--- src/rtl/mpc_map.vh ---
// Register offsets, field positions, reset values and timing counts of the pin control block
`ifndef MPC_MAP_VH
`define MPC_MAP_VH

// Register offsets, byte addressed
`define MPC_ADDR_W 8
`define MPC_DATA_W 8
`define MPC_REG_CFG 8'h40
`define MPC_REG_IRQ_STAT 8'h41
`define MPC_REG_IRQ_CLR 8'h42
`define MPC_REG_IRQ_EN 8'h43
`define MPC_REG_CHAS_CLR 8'h46
`define MPC_REG_MODE 8'h47
`define MPC_REG_PIN_STAT 8'h48
`define MPC_REG_DAC 8'h49

// Configuration and chassis clear register fields
`define MPC_CFG_INT_EN 1
`define MPC_CFG_RST_GO 4
`define MPC_CFG_CI_CLR 6
`define MPC_CHAS_CI_CLR 7

// Mode register fields
`define MPC_MODE_THERMAL_ALARM_PIN_IN 0
`define MPC_MODE_FAN1 1
`define MPC_MODE_FAN2 2

// Interrupt status bits
`define MPC_IRQ_W 4
`define MPC_IRQ_INTRUSION 0
`define MPC_IRQ_THERMAL_ALARM_PIN_IN 1
`define MPC_IRQ_RST_DONE 2
`define MPC_IRQ_CI_DONE 3

// Reset values
`define MPC_CFG_RST 8'h00
`define MPC_MODE_RST 8'h00
`define MPC_DAC_RST 8'h00
`define MPC_IRQ_EN_RST 4'h0

// Address select codes for the two low address bits
`define MPC_ADDR_LOW 2'h0
`define MPC_ADDR_OPEN 2'h1
`define MPC_ADDR_HIGH 2'h2

// Connectivity tree width
`define MPC_TREE_W 8

// Timing: clock rate in kHz, pulse lengths in ms, derived cycle counts
`define MPC_CLK_KHZ 200000
`define MPC_RST_PULSE_MS 45
`define MPC_CI_PULSE_MS 20
`define MPC_RST_PULSE_CYC (`MPC_RST_PULSE_MS * `MPC_CLK_KHZ)
`define MPC_CI_PULSE_CYC (`MPC_CI_PULSE_MS * `MPC_CLK_KHZ)
`define MPC_CNT_W 24

`endif

--- src/rtl/mpc_pulse.v ---
// Fixed length pulse timer used by the open-drain pin drivers
`timescale 1ns/1ps
`include "mpc_map.vh"

module mpc_pulse #(
  parameter [`MPC_CNT_W-1:0] CYCLES = 24'h000010
) (
  input wire clk_sys,
  input wire rst_n,
  input wire clr,
  input wire start,
  output reg busy_r,
  output reg done_r
);

  reg [`MPC_CNT_W-1:0] cnt_r;

  // Busy for exactly CYCLES clocks; a start while busy is ignored
  always @(posedge clk_sys or negedge rst_n) begin
    if (!rst_n) begin
      cnt_r <= {`MPC_CNT_W{1'b0}};
      busy_r <= 1'b0;
      done_r <= 1'b0;
    end else if (clr) begin
      cnt_r <= {`MPC_CNT_W{1'b0}};
      busy_r <= 1'b0;
      done_r <= 1'b0;
    end else begin
      done_r <= 1'b0;
      if (!busy_r && start) begin
        cnt_r <= CYCLES - 24'h000001;
        busy_r <= 1'b1;
      end else if (busy_r) begin
        if (cnt_r == {`MPC_CNT_W{1'b0}}) begin
          busy_r <= 1'b0;
          done_r <= 1'b1;
        end else begin
          cnt_r <= cnt_r - 24'h000001;
        end
      end
    end
  end

endmodule

--- src/rtl/mpc_top.v ---
// Auxiliary pin control of the hardware monitor: intrusion, interrupt, reset, address, tree
`timescale 1ns/1ps
`include "mpc_map.vh"


module mpc_top #(
  parameter [`MPC_CNT_W-1:0] RST_PULSE_CYC = `MPC_RST_PULSE_CYC,
  parameter [`MPC_CNT_W-1:0] CI_PULSE_CYC = `MPC_CI_PULSE_CYC
) (
  input wire clk_sys,
  input wire rst_n,
  // Register port
  input wire [`MPC_ADDR_W-1:0] reg_addr,
  input wire [`MPC_DATA_W-1:0] reg_wdata,
  input wire reg_wr,
  input wire reg_rd,
  output reg [`MPC_DATA_W-1:0] reg_rdata_r,
  output reg irq_r,
  // Chassis intrusion pin
  input wire intrusion_sense_pin_i,
  output wire intrusion_sense_pin_o,
  output reg intrusion_sense_pin_oe_n_r,
  // Interrupt request pin
  output wire int_req_pin_o,
  output reg int_req_pin_oe_n_r,
  // Master reset pin
  input wire reset_pin_i,
  output wire reset_pin_o,
  output reg reset_pin_oe_n_r,
  // Address select pad comparators and tree output
  input wire addr_sel_hi_i,
  input wire addr_sel_lo_i,
  output reg address_select_tree_out_r,
  output reg address_select_tree_out_oe_n_r,
  output reg [1:0] addr_lsb_r,
  // Tree test enable and analog output control
  input wire tree_test_enable_in,
  input wire [`MPC_TREE_W-1:0] tree_in,
  output reg tree_mode_r,
  output reg dac_en_r,
  output reg [`MPC_DATA_W-1:0] dac_code_r,
  // Thermal alarm pin
  input wire thermal_alarm_pin_i,
  output wire thermal_alarm_pin_o,
  output reg thermal_alarm_pin_oe_n_r,
  input wire temp_irq_i,
  output reg fan_ctrl_irq_r,
  // Programmable fan or analog inputs
  input wire tach_or_analog_in_1,
  input wire tach_or_analog_in_2,
  output reg [1:0] fan_mode_r,
  output reg [1:0] tach_level_r
);

  // Open-drain drivers only ever pull low
  assign intrusion_sense_pin_o = 1'b0;
  assign int_req_pin_o = 1'b0;
  assign reset_pin_o = 1'b0;
  assign thermal_alarm_pin_o = 1'b0;

  reg [`MPC_DATA_W-1:0] cfg_r;
  reg [`MPC_DATA_W-1:0] mode_r;
  reg [`MPC_IRQ_W-1:0] irq_stat_r;
  reg [`MPC_IRQ_W-1:0] irq_en_r;
  reg intrusion_prev_r;
  reg thermal_alarm_pin_prev_r;
  reg ci_go_r;
  reg rst_go_r;
  reg [`MPC_IRQ_W-1:0] irq_stat_nxt;
  reg [`MPC_DATA_W-1:0] rdata_nxt;

  wire ci_busy;
  wire ci_done;
  wire rst_busy;
  wire rst_done;
  wire ext_rst;
  wire wr_cfg;
  wire wr_chas;
  wire [1:0] addr_code;
  wire thermal_alarm_pin_in_mode;
  wire [`MPC_IRQ_W-1:0] irq_evt;

  // Three-level pad decode: both comparators idle means the pin floats
  function [1:0] addr_decode;
    input hi;
    input lo;
    begin
      if (hi) begin
        addr_decode = `MPC_ADDR_HIGH;
      end else if (lo) begin
        addr_decode = `MPC_ADDR_LOW;
      end else begin
        addr_decode = `MPC_ADDR_OPEN;
      end
    end
  endfunction

  // Chained NAND over all tree inputs; a pin changes the result only while the chain before it is high
  function tree_nand;
    input [`MPC_TREE_W-1:0] vec;
    integer i;
    reg t;
    begin
      t = 1'b1;
      for (i = 0; i < `MPC_TREE_W; i = i + 1) begin
        t = ~(t & vec[i]);
      end
      tree_nand = t;
    end
  endfunction

  // Own drive of the reset pin is masked so the pulse cannot wipe the registers or the clear timer;
  // the enable lags busy by one cycle, so it must be masked as well
  assign ext_rst = !reset_pin_i && reset_pin_oe_n_r && !rst_busy && !rst_go_r;

  assign wr_cfg = reg_wr && (reg_addr == `MPC_REG_CFG);
  assign wr_chas = reg_wr && (reg_addr == `MPC_REG_CHAS_CLR);
  assign addr_code = addr_decode(addr_sel_hi_i, addr_sel_lo_i);
  assign thermal_alarm_pin_in_mode = mode_r[`MPC_MODE_THERMAL_ALARM_PIN_IN];

  // Event sources; intrusion is the rising edge of the high level from the outside latch
  assign irq_evt[`MPC_IRQ_INTRUSION] = intrusion_sense_pin_i && !intrusion_prev_r
    && !ci_busy;
  assign irq_evt[`MPC_IRQ_THERMAL_ALARM_PIN_IN] = thermal_alarm_pin_in_mode && !thermal_alarm_pin_i && thermal_alarm_pin_prev_r;
  assign irq_evt[`MPC_IRQ_RST_DONE] = rst_done;
  assign irq_evt[`MPC_IRQ_CI_DONE] = ci_done;

  // Pulse timers for the two open-drain clearing and reset drivers
  mpc_pulse #(
    .CYCLES(CI_PULSE_CYC)
  ) u_ci_pulse (
    .clk_sys(clk_sys),
    .rst_n(rst_n),
    .clr(ext_rst),
    .start(ci_go_r),
    .busy_r(ci_busy),
    .done_r(ci_done)
  );

  mpc_pulse #(
    .CYCLES(RST_PULSE_CYC)
  ) u_rst_pulse (
    .clk_sys(clk_sys),
    .rst_n(rst_n),
    .clr(1'b0),
    .start(rst_go_r),
    .busy_r(rst_busy),
    .done_r(rst_done)
  );

  // Sticky status: a new event wins over a clear in the same cycle
  always @* begin
    irq_stat_nxt = irq_stat_r;
    if (reg_wr && (reg_addr == `MPC_REG_IRQ_CLR)) begin
      irq_stat_nxt = irq_stat_nxt & ~reg_wdata[`MPC_IRQ_W-1:0];
    end
    irq_stat_nxt = irq_stat_nxt | irq_evt;
  end

  // Read mux; command bits read back as their pulse being active
  always @* begin
    rdata_nxt = 8'h00;
    case (reg_addr)
      `MPC_REG_CFG: begin
        rdata_nxt = cfg_r;
        rdata_nxt[`MPC_CFG_RST_GO] = rst_busy;
        rdata_nxt[`MPC_CFG_CI_CLR] = ci_busy;
      end
      `MPC_REG_IRQ_STAT: begin
        rdata_nxt = {4'h0, irq_stat_r};
      end
      `MPC_REG_IRQ_EN: begin
        rdata_nxt = {4'h0, irq_en_r};
      end
      `MPC_REG_CHAS_CLR: begin
        rdata_nxt[`MPC_CHAS_CI_CLR] = ci_busy;
      end
      `MPC_REG_MODE: begin
        rdata_nxt = mode_r;
      end
      `MPC_REG_PIN_STAT: begin
        rdata_nxt = {1'b0, fan_ctrl_irq_r, tree_mode_r, thermal_alarm_pin_i,
          reset_pin_i, intrusion_sense_pin_i, addr_lsb_r};
      end
      `MPC_REG_DAC: begin
        rdata_nxt = dac_code_r;
      end
      default: begin
        rdata_nxt = 8'h00;
      end
    endcase
  end

  // Software registers; an external reset pin low returns every one to default
  always @(posedge clk_sys or negedge rst_n) begin
    if (!rst_n) begin
      cfg_r <= `MPC_CFG_RST;
      mode_r <= `MPC_MODE_RST;
      dac_code_r <= `MPC_DAC_RST;
      irq_en_r <= `MPC_IRQ_EN_RST;
      irq_stat_r <= 4'h0;
      ci_go_r <= 1'b0;
      rst_go_r <= 1'b0;
    end else if (ext_rst) begin
      cfg_r <= `MPC_CFG_RST;
      mode_r <= `MPC_MODE_RST;
      dac_code_r <= `MPC_DAC_RST;
      irq_en_r <= `MPC_IRQ_EN_RST;
      irq_stat_r <= 4'h0;
      ci_go_r <= 1'b0;
      rst_go_r <= 1'b0;
    end else begin
      irq_stat_r <= irq_stat_nxt;
      // Command bits are one-shot strobes into the pulse timers
      ci_go_r <= (wr_cfg && reg_wdata[`MPC_CFG_CI_CLR])
        || (wr_chas && reg_wdata[`MPC_CHAS_CI_CLR]);
      rst_go_r <= wr_cfg && reg_wdata[`MPC_CFG_RST_GO];
      if (wr_cfg) begin
        cfg_r <= reg_wdata & 8'haf;
      end
      if (reg_wr && (reg_addr == `MPC_REG_MODE)) begin
        mode_r <= reg_wdata & 8'h07;
      end
      if (reg_wr && (reg_addr == `MPC_REG_IRQ_EN)) begin
        irq_en_r <= reg_wdata[`MPC_IRQ_W-1:0];
      end
      if (reg_wr && (reg_addr == `MPC_REG_DAC)) begin
        dac_code_r <= reg_wdata;
      end
    end
  end

  // Read data stands only in the cycle after the strobe
  always @(posedge clk_sys or negedge rst_n) begin
    if (!rst_n) begin
      reg_rdata_r <= 8'h00;
    end else if (reg_rd) begin
      reg_rdata_r <= rdata_nxt;
    end else begin
      reg_rdata_r <= 8'h00;
    end
  end

  // Interrupt outputs follow the registered status one cycle later
  always @(posedge clk_sys or negedge rst_n) begin
    if (!rst_n) begin
      irq_r <= 1'b0;
      int_req_pin_oe_n_r <= 1'b1;
    end else begin
      irq_r <= |(irq_stat_r & irq_en_r);
      // Pin pulls low only when enabled; otherwise left to the pull-up
      int_req_pin_oe_n_r <= !(cfg_r[`MPC_CFG_INT_EN]
        && |(irq_stat_r & irq_en_r));
    end
  end

  // Open-drain drive of the intrusion and reset pins during their pulses
  always @(posedge clk_sys or negedge rst_n) begin
    if (!rst_n) begin
      intrusion_sense_pin_oe_n_r <= 1'b1;
      reset_pin_oe_n_r <= 1'b1;
    end else begin
      intrusion_sense_pin_oe_n_r <= !ci_busy;
      reset_pin_oe_n_r <= !rst_busy;
    end
  end

  // Edge history of the sensed pins
  always @(posedge clk_sys or negedge rst_n) begin
    if (!rst_n) begin
      intrusion_prev_r <= 1'b0;
      thermal_alarm_pin_prev_r <= 1'b1;
    end else begin
      intrusion_prev_r <= intrusion_sense_pin_i;
      thermal_alarm_pin_prev_r <= thermal_alarm_pin_i;
    end
  end

  // Tree mode turns the address pin into an output and stops the analog output
  always @(posedge clk_sys or negedge rst_n) begin
    if (!rst_n) begin
      tree_mode_r <= 1'b0;
      dac_en_r <= 1'b0;
      address_select_tree_out_r <= 1'b1;
      address_select_tree_out_oe_n_r <= 1'b1;
      addr_lsb_r <= `MPC_ADDR_OPEN;
    end else begin
      tree_mode_r <= tree_test_enable_in;
      dac_en_r <= !tree_test_enable_in;
      address_select_tree_out_r <= tree_nand(tree_in);
      address_select_tree_out_oe_n_r <= !tree_test_enable_in;
      // Address is frozen during tree test since the pin is then ours
      if (!tree_test_enable_in && address_select_tree_out_oe_n_r) begin
        addr_lsb_r <= addr_code;
      end
    end
  end

  // Thermal pin: temperature alarm out, or fan control alarm in
  always @(posedge clk_sys or negedge rst_n) begin
    if (!rst_n) begin
      thermal_alarm_pin_oe_n_r <= 1'b1;
      fan_ctrl_irq_r <= 1'b0;
    end else if (ext_rst) begin
      thermal_alarm_pin_oe_n_r <= 1'b1;
      fan_ctrl_irq_r <= 1'b0;
    end else begin
      thermal_alarm_pin_oe_n_r <= !(!thermal_alarm_pin_in_mode && temp_irq_i);
      fan_ctrl_irq_r <= thermal_alarm_pin_in_mode && !thermal_alarm_pin_i;
    end
  end

  // Programmable inputs: tach levels pass only in fan mode, analog mode masks them
  always @(posedge clk_sys or negedge rst_n) begin
    if (!rst_n) begin
      fan_mode_r <= 2'h0;
      tach_level_r <= 2'h0;
    end else begin
      fan_mode_r <= {mode_r[`MPC_MODE_FAN2], mode_r[`MPC_MODE_FAN1]};
      tach_level_r[0] <= mode_r[`MPC_MODE_FAN1] && tach_or_analog_in_1;
      tach_level_r[1] <= mode_r[`MPC_MODE_FAN2] && tach_or_analog_in_2;
    end
  end

endmodule

--- config.mk ---
export PLATFORM = sky130hd
export DESIGN_NAME = mpc_top
export DESIGN_NICKNAME = d
export VERILOG_FILES = /design/src/rtl/mpc_pulse.v /design/src/rtl/mpc_top.v
export VERILOG_INCLUDE_DIRS = /design/src /design/src/rtl
export SDC_FILE = /design/constraint.sdc
export NUM_CORES = 1
export LEC_CHECK = 0
export BUFFER_PORTS_ARGS = -buffer_cell sky130_fd_sc_hd__buf_2
export CAP_MARGIN = 25
export CORE_ASPECT_RATIO = 0.6
export CORE_UTILIZATION = 57
export DETAILED_ROUTE_END_ITERATION = 7
export GPL_ROUTABILITY_DRIVEN = 0
export PLACE_DENSITY = 0.8
export SYNTH_ARGS = -nofsm -noshare
export SYNTH_HDL_FRONTEND = slang
export SYNTH_SLANG_ARGS = --single-unit
--- constraint.sdc ---
create_clock -name clk_sys -period 3.45 [get_ports clk_sys]
set_input_delay 0.69 -clock clk_sys [delete_from_list [all_inputs] [get_ports clk_sys]]
set_output_delay 0.69 -clock clk_sys [all_outputs]
set_load 0.05 [all_outputs]
### Yosys cells after proc, flatten, opt, wreduce, memory -nomap -nowiden

Cells that the tools add are included.

| cells by class | value |
|---|---|
| $add $sub $neg | 2 |
| equal/unequal tests | 10 |
| muxes and demuxes | 40 |
| bitwise logic cells | 19 |
| reductions and logical operators | 45 |

Operators with widths:

| cell | count |
|---|---|
| $mux W24 | 7 |
| $eq A8 B7 Y1 const B | 8 |
| $mux W8 | 7 |
| $logic_not A24 Y1 | 2 |
| $sub A24 B1 Y24 const B | 2 |
| $pmux W7 S6 | 1 |
| $logic_and A1 B1 Y1 | 23 |
| $mux W1 | 19 |
| $mux W4 | 4 |
| $logic_not A1 Y1 | 10 |
| $reduce_bool A2 Y1 | 5 |
| $and A4 B4 Y4 | 2 |
| $not A1 Y1 | 8 |
| $and A1 B1 Y1 | 7 |
| $not A4 Y4 | 1 |
| $or A4 B4 Y4 | 1 |
| $pmux W1 S4 | 1 |
| $reduce_and A2 Y1 | 2 |
| $reduce_or A4 Y1 | 1 |
| $ne A3 B2 Y1 const B | 1 |
| $reduce_bool A3 Y1 | 1 |
| $mux W2 | 1 |
| $ne A2 B1 Y1 const B | 1 |
| $logic_or A1 B1 Y1 | 1 |

| word-level totals | value |
|---|---|
| register bits | 112 |
| bits of input ports | 37 |
| output and inout port bits | 36 |
| logic and storage cells | 145 |

### Logic depth before layout (Yosys ltp)

Gate-level depths: netlist of the first run.

| depth | value |
|---|---|
| word-level depth | 15 |
| mapped depth | 8 |
| mapped depth without buffers | 7 |

### Modules after synthesis

From an unflattened synthesis of the first run, not the netlist that was laid out.

| unflattened totals | value |
|---|---|
| cell total of the unflattened synthesis | 550 |
| area total of the unflattened synthesis | 5,424.0 sq um |

Modules (own cells, without submodules):

| module | times used | cells an instance | area each (sq um) | sequential area each (sq um) |
|---|---|---|---|---|
| mpc_top | 1 | 221 | 2,366.0 | 1,336.3 |
| mpc_pulse at u_ci_pulse | 1 | 166 | 1,542.7 | 650.6 |
| mpc_pulse at u_rst_pulse | 1 | 163 | 1,515.2 | 650.6 |

### Worst setup path after synthesis of the first run

No wires, ideal clock.

| timing | value |
|---|---|
| path kind | input to register |
| start | input port reg_addr[5] |
| end | register cfg_r[3] |
| library setup time | 0.132 ns |
| arrival time | 2.405 ns |
| required time | 3.318 ns |
| setup slack | 0.914 ns |
| stages | 5 |
| path buffers | 0 |
| path through | or4b_2 > nor3_2 > nand3_1 > mux2i_1 > nor2_1 |

| between the ends | value |
|---|---|
| word-level cells in the longest chain between the ends | 3 |

Ends and longest elaborated chain:

| what | line | source |
|---|---|---|
| from (decl) | mpc_top.v:13 | `` input wire [`MPC_ADDR_W-1:0] reg_addr, `` |
| $eq A8 B7 Y1 | - |  |
| $logic_and A1 B1 Y1 | mpc_top.v:116 | `` assign wr_cfg = reg_wr && (reg_addr == `MPC_REG_CFG); `` |
| $reduce_bool A2 Y1 (no source line) | - |  |
| to (signal assigned) | mpc_top.v:197 | `` cfg_r <= `MPC_CFG_RST; `` |
| to (signal assigned) | mpc_top.v:205 | `` cfg_r <= `MPC_CFG_RST; `` |
| to (signal assigned) | mpc_top.v:219 | `cfg_r <= reg_wdata & 8'haf;` |
| to (decl) | mpc_top.v:61 | `` reg [`MPC_DATA_W-1:0] cfg_r; `` |

No other way between the ends.
A chain may end at the register's enable or synchronous reset.

### Final worst setup path of the first run

| timing | value |
|---|---|
| start | register u_ci_pulse.cnt_r[0] |
| end | register u_ci_pulse.cnt_r[6] |

| between the ends | value |
|---|---|
| word-level cells in the longest chain between the ends | 5 |
| elaborated cells on any way between the ends | 8 |
| those cells by class | 1 x add/sub; 1 x eq/ne; 4 x mux; 2 x reduce/logical |

Ends and longest elaborated chain:

| what | line | source |
|---|---|---|
| from (decl) | mpc_pulse.v:16 | `` reg [`MPC_CNT_W-1:0] cnt_r; `` |
| from (signal assigned) | mpc_pulse.v:21 | `` cnt_r <= {`MPC_CNT_W{1'b0}}; `` |
| from (signal assigned) | mpc_pulse.v:25 | `` cnt_r <= {`MPC_CNT_W{1'b0}}; `` |
| from (signal assigned) | mpc_pulse.v:31 | `cnt_r <= CYCLES - 24'h000001;` |
| $sub A24 B1 Y24 | mpc_pulse.v:38 | `cnt_r <= cnt_r - 24'h000001;` |
| $mux W24 | mpc_pulse.v:34 | `` if (cnt_r == {`MPC_CNT_W{1'b0}}) begin `` |
| $mux W24 | mpc_pulse.v:33 | `end else if (busy_r) begin` |
| $mux W24 | mpc_pulse.v:30 | `if (!busy_r && start) begin` |
| $mux W24 | mpc_pulse.v:24 | `end else if (clr) begin` |

Parallel ways exist; a longest one is shown, timed or not. The select of a mux whose other input is x is not followed.

==> results_dict.tcl, run 1 <==
set metrics [dict create \
    post_drt_wl_per_cell_um 18.2 \
    die_area_um2 9350 \
    async_flop_share 1.00 \
    clock_latency_ps 350 \
    cts_tree "done" \
    portBuffers 68 \
    power_frac_comb 0.084 \
    synth-edff-count 0 \
    fp.dieH_um 75.3 \
    track_usage 0.279 \
    slew_violations 0 \
    dpl.cell_count 658 \
    hp-class "input pin to asynchronous set/reset pin" \
    worstMarginPinSlew_ps 803 \
    cts_hold_buf 0 \
    syn_area_um2 5100 \
    grt_setup_unrepaired "false" \
    utilization 0.688 \
    slew_headroom 0.465 \
    setup_viol 0 \
    placed_area_um2 5570 \
    ir_drop_uv 247 \
    cts_root_buf "clkbuf_16" \
    swShare 0.246 \
    vias 4325 \
    drt-total-wl_um 12300 \
    max_freq_mhz 382 \
    synth.avg_cell_area_um2 10.4 \
    start_util 0.594 \
    cts.sinks 105 \
    setup_ws_ps 833 \
    post-route-period-util 0.759 \
    dp_hpwl_um 8670 \
    maxCapViolCount 0 \
    stdcell_count 674 \
    grt_overflow_total 0 \
    grt_max_degree 67 \
    fillers 637 \
    antenna_found_initial 0 \
    diodes 0 \
    antenna_left 0 \
    power_leakage_nw 3.02 \
    place_worst_setup_slack_ps 527 \
    ys_ff_latch 105 \
    post_cts_buffers 0 \
    fin_crit_ps 2620 \
    yosysWarnings 0 \
    cts_buffer_depth 2 \
    grt_pass1_vias 3784 \
    cp_data_arrival_time_ps 2890 \
    cp-start-kind "register" \
    power.density_nw_per_um2 441 \
    drc_errors 0 \
    r2r_slack_ps 830 \
    core-area_um2 8590 \
    postSynthCellCount 490 \
    final_nets 598 \
    finClkSkew_ps 8.61 \
    syn_to_final_growth_pct 15.8 \
    finalHoldViolations 0 \
    power.total_mw 2.60 \
    num_rows 26 \
    synth_flop_cell "dfrtp_1" \
    p_int_mw 1.96 \
    layout-drive-gt1-share 0.222 \
    die_w_um 124 \
    required_ps 3720 \
    synth_cell_type_count 65 \
    worstPathMaxFanout 11 \
    fin_area_um2 5910 \
    seq_area_frac_synth 0.517 \
    clkTransAtPathRegs_ps 70 \
    htreeDepth 3 \
    drt-vias-per-instance 6.42 \
    numCtsBuffers 9 \
    drt_first_iter_violations 602 \
    power_frac_clock 0.431 \
    grt_pass1_wl_um 19300 \
    crit_path_end_kind "register" \
    setup-tns-final_ps 0 \
    power_switching_uw 640 \
    ioPinCount 73 \
    status "complete, no violations" \
    postCtsResizedCells 0 \
    criticalPathCategory "register to register" \
    p_seq_frac 0.485 \
    first_pass_iters 5 \
    whs_ps 407 \
]
[layout make-up]
type	instances	area, µm²	area share
Sequential cell	105	2640	0.447
Multi-Input combinational cell	347	2310	0.391
Timing Repair Buffer	79	425	0.0720
Clock buffer	9	225	0.0381
Tap cell	112	140	0.0237
Clock inverter	7	114	0.0193
Inverter	15	56.3	0.00953
[power by group through the flow]
stage | registers (mW) | clock network (mW) | logic [mW]
after floorplan | 1.31 | 0 | 0.113
after global placement | 1.29 | 0 | 0.210
after CTS | 1.26 | 1.15 | 0.217
after global routing | 1.26 | 1.20 | 0.239
final | 1.26 | 1.12 | 0.218
after detailed placement | 1.29 | 0 | 0.216
[worst paths after layout]
path / end / startpoint / depth (start not counted)
max reg2reg: u_ci_pulse.cnt_r[6] / u_ci_pulse.cnt_r[0] / 8
min: fan_mode_r[0] / rst_n / 1
min in group clk_sys: fan_mode_r[1] / mode_r[2] / 0
max: u_ci_pulse.cnt_r[6] / u_ci_pulse.cnt_r[0] / 8
min reg2reg: fan_mode_r[1] / mode_r[2] / 0
max in group asynchronous: reset_pin_oe_n_r / rst_n / 2
[critical path: stages, from the launching register on]
cell and delay [ps]:
dfrtp_1 400, inv_1 100, ha_1 140, or4b_2 620, nor4_2 440, a21oi_1 210, buf_4 230, a31o_2 230
a21oi_1 160
[Yosys cell counts, drive strengths merged (6+ instances only)]
cell / number / area [µm²]
dfrtp: 97 / 2430
nor2: 52 / 195
nand2: 32 / 120
mux2i: 29 / 290
nor3: 25 / 130
a21oi: 19 / 95.1
nand3: 18 / 90.1
o21ai: 18 / 90.1
clkbuf: 16 / 60.1
inv: 14 / 52.6
nor4: 13 / 93.8
buf: 10 / 57.6
or3: 10 / 62.6
nor2b: 9 / 56.3
dfstp: 8 / 210
or4: 7 / 60.1
and3: 6 / 37.5
o41ai: 6 / 52.6
[routing by layer]
| metal | part of all wire | up-vias | GRT usage |
|---|---|---|---|
| met5 | 0 | - | 0 |
| met4 | 0.0071 | 0 | 0.0463 |
| met3 | 0.10 | 12 | 0.0977 |
| met2 | 0.44 | 239 | 0.425 |
| met1 | 0.44 | 2116 | 0.393 |
| li1 | - | 1958 | - |
[flip-flops by register name, indices dropped and copies added (netlist names), 2 cells and up]
| signal | count |
|---|---|
| mode_r | 3 |
| tach_level_r | 2 |
| irq_en_r | 4 |
| reg_rdata_r | 8 |
| u_ci_pulse.cnt_r | 24 |
| cfg_r | 6 |
| irq_stat_r | 4 |
| dac_code_r | 8 |
| addr_lsb_r | 2 |
| fan_mode_r | 2 |
| u_rst_pulse.cnt_r | 24 |
[cells by family (layout without fill, tap and decap cells)]
logic type               count (synthesis)  count (layout)  synth area share
AO/OA/AOI/OAI                           97              97             0.137
XOR/XNOR                                 4               4           0.00687
adder cells (fa/ha/maj)                  4               4           0.00981
buffers and inverters                   41             110            0.0341
flip-flops                             105             105             0.517
multiplexers                            38              38            0.0856
other                                    1               4          0.000735
AND/OR/NAND/NOR                        200             200             0.209
[placed cells by master, fill, tap and decap left out, drive strengths merged, types with 4 or more instances in the layout]
master	n
clkinv	4
a311oi	5
nand2b	5
or3	10
conb	4
nor3	25
a21oi	19
o41ai	6
clkbuf	9
o21ai	18
mux4	4
nor2	52
buf	79
inv	16
o31ai	5
dfrtp	97
ha	4
nand3	18
and2	4
o311ai	5
nor4	13
nand2	32
mux2	5
nor3b	5
or4	7
and3	6
dfstp	8
mux2i	29
a22oi	5
a211o	5
nor2b	9
(Power assumes the default switching activity.)
==> run 2: changes to the inputs <==
==> constraint.sdc (replaced) <==
create_clock -name clk_sys -period 2.7 [get_ports clk_sys]
set_input_delay 0.54 -clock clk_sys [delete_from_list [all_inputs] [get_ports clk_sys]]
set_output_delay 0.54 -clock clk_sys [all_outputs]
set_load 0.05 [all_outputs]
==> run 2 against run 1 <==
Clock power is 23% higher. Final cell count grew 1.9%. Non-clock buffer count grew 13. Register-to-register slack got worse by 660 ps. Combinational power increased by 34%. Critical path type unchanged. Highest routed layer unchanged. Setup slack lost 660 ps. Largest cell class unchanged. Sequential share of layout area decreased by 0.75 points.
==> results_dict.tcl, run 2 (synthesis results as in run 1) <==
set metrics [dict create \
    grt_max_degree 50 \
    clkTransAtPathRegs_ps 80 \
    final_nets 611 \
    p_seq_frac 0.491 \
    die_area_um2 9350 \
    slowest_stage "or4b_2" \
    post_drt_wl_per_cell_um 18.4 \
    postCtsResizedCells 0 \
    maxCapViolCount 0 \
    portBuffers 68 \
    cts_root_buf "clkbuf_16" \
    max_freq_mhz 395 \
    first_pass_iters 5 \
    crit_path_end_kind "register" \
    layout_commonest_cell "dfrtp_1" \
    critPathBufInv 2 \
    power_switching_uw 853 \
    cp-start-kind "register" \
    swShare 0.259 \
    cts_tree "done" \
    slew_violations 0 \
    place_worst_setup_slack_ps 78.1 \
    die_w_um 124 \
    grt_pass1_vias 3927 \
    largestRegisters "u_ci_pulse.cnt_r (24), u_rst_pulse.cnt_r (24)" \
    setup_viol 0 \
    clock_latency_ps 350 \
    cts_buffer_depth 2 \
    start_util 0.594 \
    vias 4339 \
    antenna_found_initial 0 \
    path_cells "inv_1, ha_1, or4b_2, nor4_4, a211oi_2, buf_2, and3_1, a211o_1" \
    ff_latch_area_um2 2640 \
    layout-drive-gt1-share 0.242 \
    drt-vias-per-instance 6.32 \
    ir_drop_uv 350 \
    multi_input_area_um2 2320 \
    power.density_nw_per_um2 547 \
    post_cts_buffers 0 \
    num_rows 26 \
    dp_hpwl_um 8820 \
    setup-tns-final_ps 0 \
    critPathTopFamily "simple AND/OR/NAND/NOR gates" \
    core-area_um2 8590 \
    finalHoldViolations 0 \
    crit_path_max_incr_delay_ps 620 \
    hp-class "input pin to asynchronous set/reset pin" \
    post-route-period-util 0.937 \
    p_int_mw 2.44 \
    fp.dieH_um 75.3 \
    grt_overflow_total 0 \
    slew_headroom 0.577 \
    power_leakage_nw 3.08 \
    final_cell_mix "dfrtp_1, buf_2, nor2_1, nand2_1, mux2i_1" \
    status "complete, no violations" \
    power_frac_clock 0.420 \
    drt-total-wl_um 12600 \
    cts_hold_buf 0 \
    worstPathMaxFanout 9 \
    cts.sinks 105 \
    ioPinCount 73 \
    fin_crit_ps 2530 \
    worstMarginPinSlew_ps 633 \
    grt_pass1_wl_um 19900 \
    grt_setup_unrepaired "false" \
    cp_data_arrival_time_ps 2770 \
    required_ps 2940 \
    antenna_left 0 \
    numCtsBuffers 9 \
    fillers 646 \
    finClkSkew_ps 10.2 \
    htreeDepth 3 \
    diodes 0 \
    drc_errors 0 \
    drt_first_iter_violations 488 \
    track_usage 0.284 \
    criticalPathCategory "register to register" \
    power_frac_comb 0.089 \
    syn_to_final_growth_pct 17.8 \
    setup_ws_ps 169 \
]
## run 2: cell count changes in the layout (fill, tap and decap cells not counted), sizes merged
cell	change
buf	+13
clkinv	-2
inv	+2
bufinv	-1
clkinvlp	+1
## run 2: power groups by stage
stage,registers [mW],clock network (mW),logic (mW)
6_report,1.61,1.38,0.293
5_1_grt,1.62,1.46,0.322
4_1_cts,1.61,1.40,0.292
3_5_place_dp,1.64,0,0.291
3_3_place_gp,1.64,0,0.282
2_1_floorplan,1.67,0,0.144
## run 2: area by class of cell
class | instances | area share
Tap cell | 112 | 0.0233
Clock buffer | 9 | 0.0375
Multi-Input combinational cell | 347 | 0.387
Clock inverter | 7 | 0.0156
Inverter | 15 | 0.00937
Sequential cell | 105 | 0.439
Timing Repair Buffer | 92 | 0.0887
## run 2: worst reg2reg max path, stage by stage, from the launching register on
cell	delay, ps
dfrtp_1	410
inv_1	90
ha_1	140
or4b_2	620
nor4_4	400
a211oi_2	180
buf_2	210
and3_1	170
a211o_1	220
## run 2: path summary, 6_finish.rpt
kind | slack, ps | endpoint | cells past startpoint | from
max | 170 | u_ci_pulse.cnt_r[13] | 8 | u_ci_pulse.cnt_r[0]
min in group clk_sys | 310 | address_select_tree_out_r | 2 | tree_in[7]
max reg2reg | 170 | u_ci_pulse.cnt_r[13] | 8 | u_ci_pulse.cnt_r[0]
max in group asynchronous | 1850 | intrusion_sense_pin_oe_n_r | 2 | rst_n
min reg2reg | 440 | int_req_pin_oe_n_r | 1 | cfg_r[1]
min | 130 | fan_mode_r[0] | 1 | rst_n
## run 2: stage by stage
step | hold WS, ps | cell area (µm²) | utilization | power (mW) | cells
after global routing | 141 | 6010 | 0.700 | 3.40 | 687
after global placement | 418 | 5670 | 0.660 | 1.92 | 670
after detailed placement | 428 | 5680 | 0.661 | 1.93 | 671
after floorplan | 244 | 5110 | - | 1.81 | 493
after CTS | 128 | 5990 | 0.698 | 3.31 | 687
final | 125 | 6010 | 0.700 | 3.29 | 687
## run 2: layer usage
metal / track usage / vias up / routed length (µm)
li1: - / 1977 / -
met1: 0.404 / 2116 / 5590
met2: 0.433 / 225 / 5750
met3: 0.0788 / 21 / 1140
met4: 0.0741 / 0 / 164
met5: 0 / - / 0
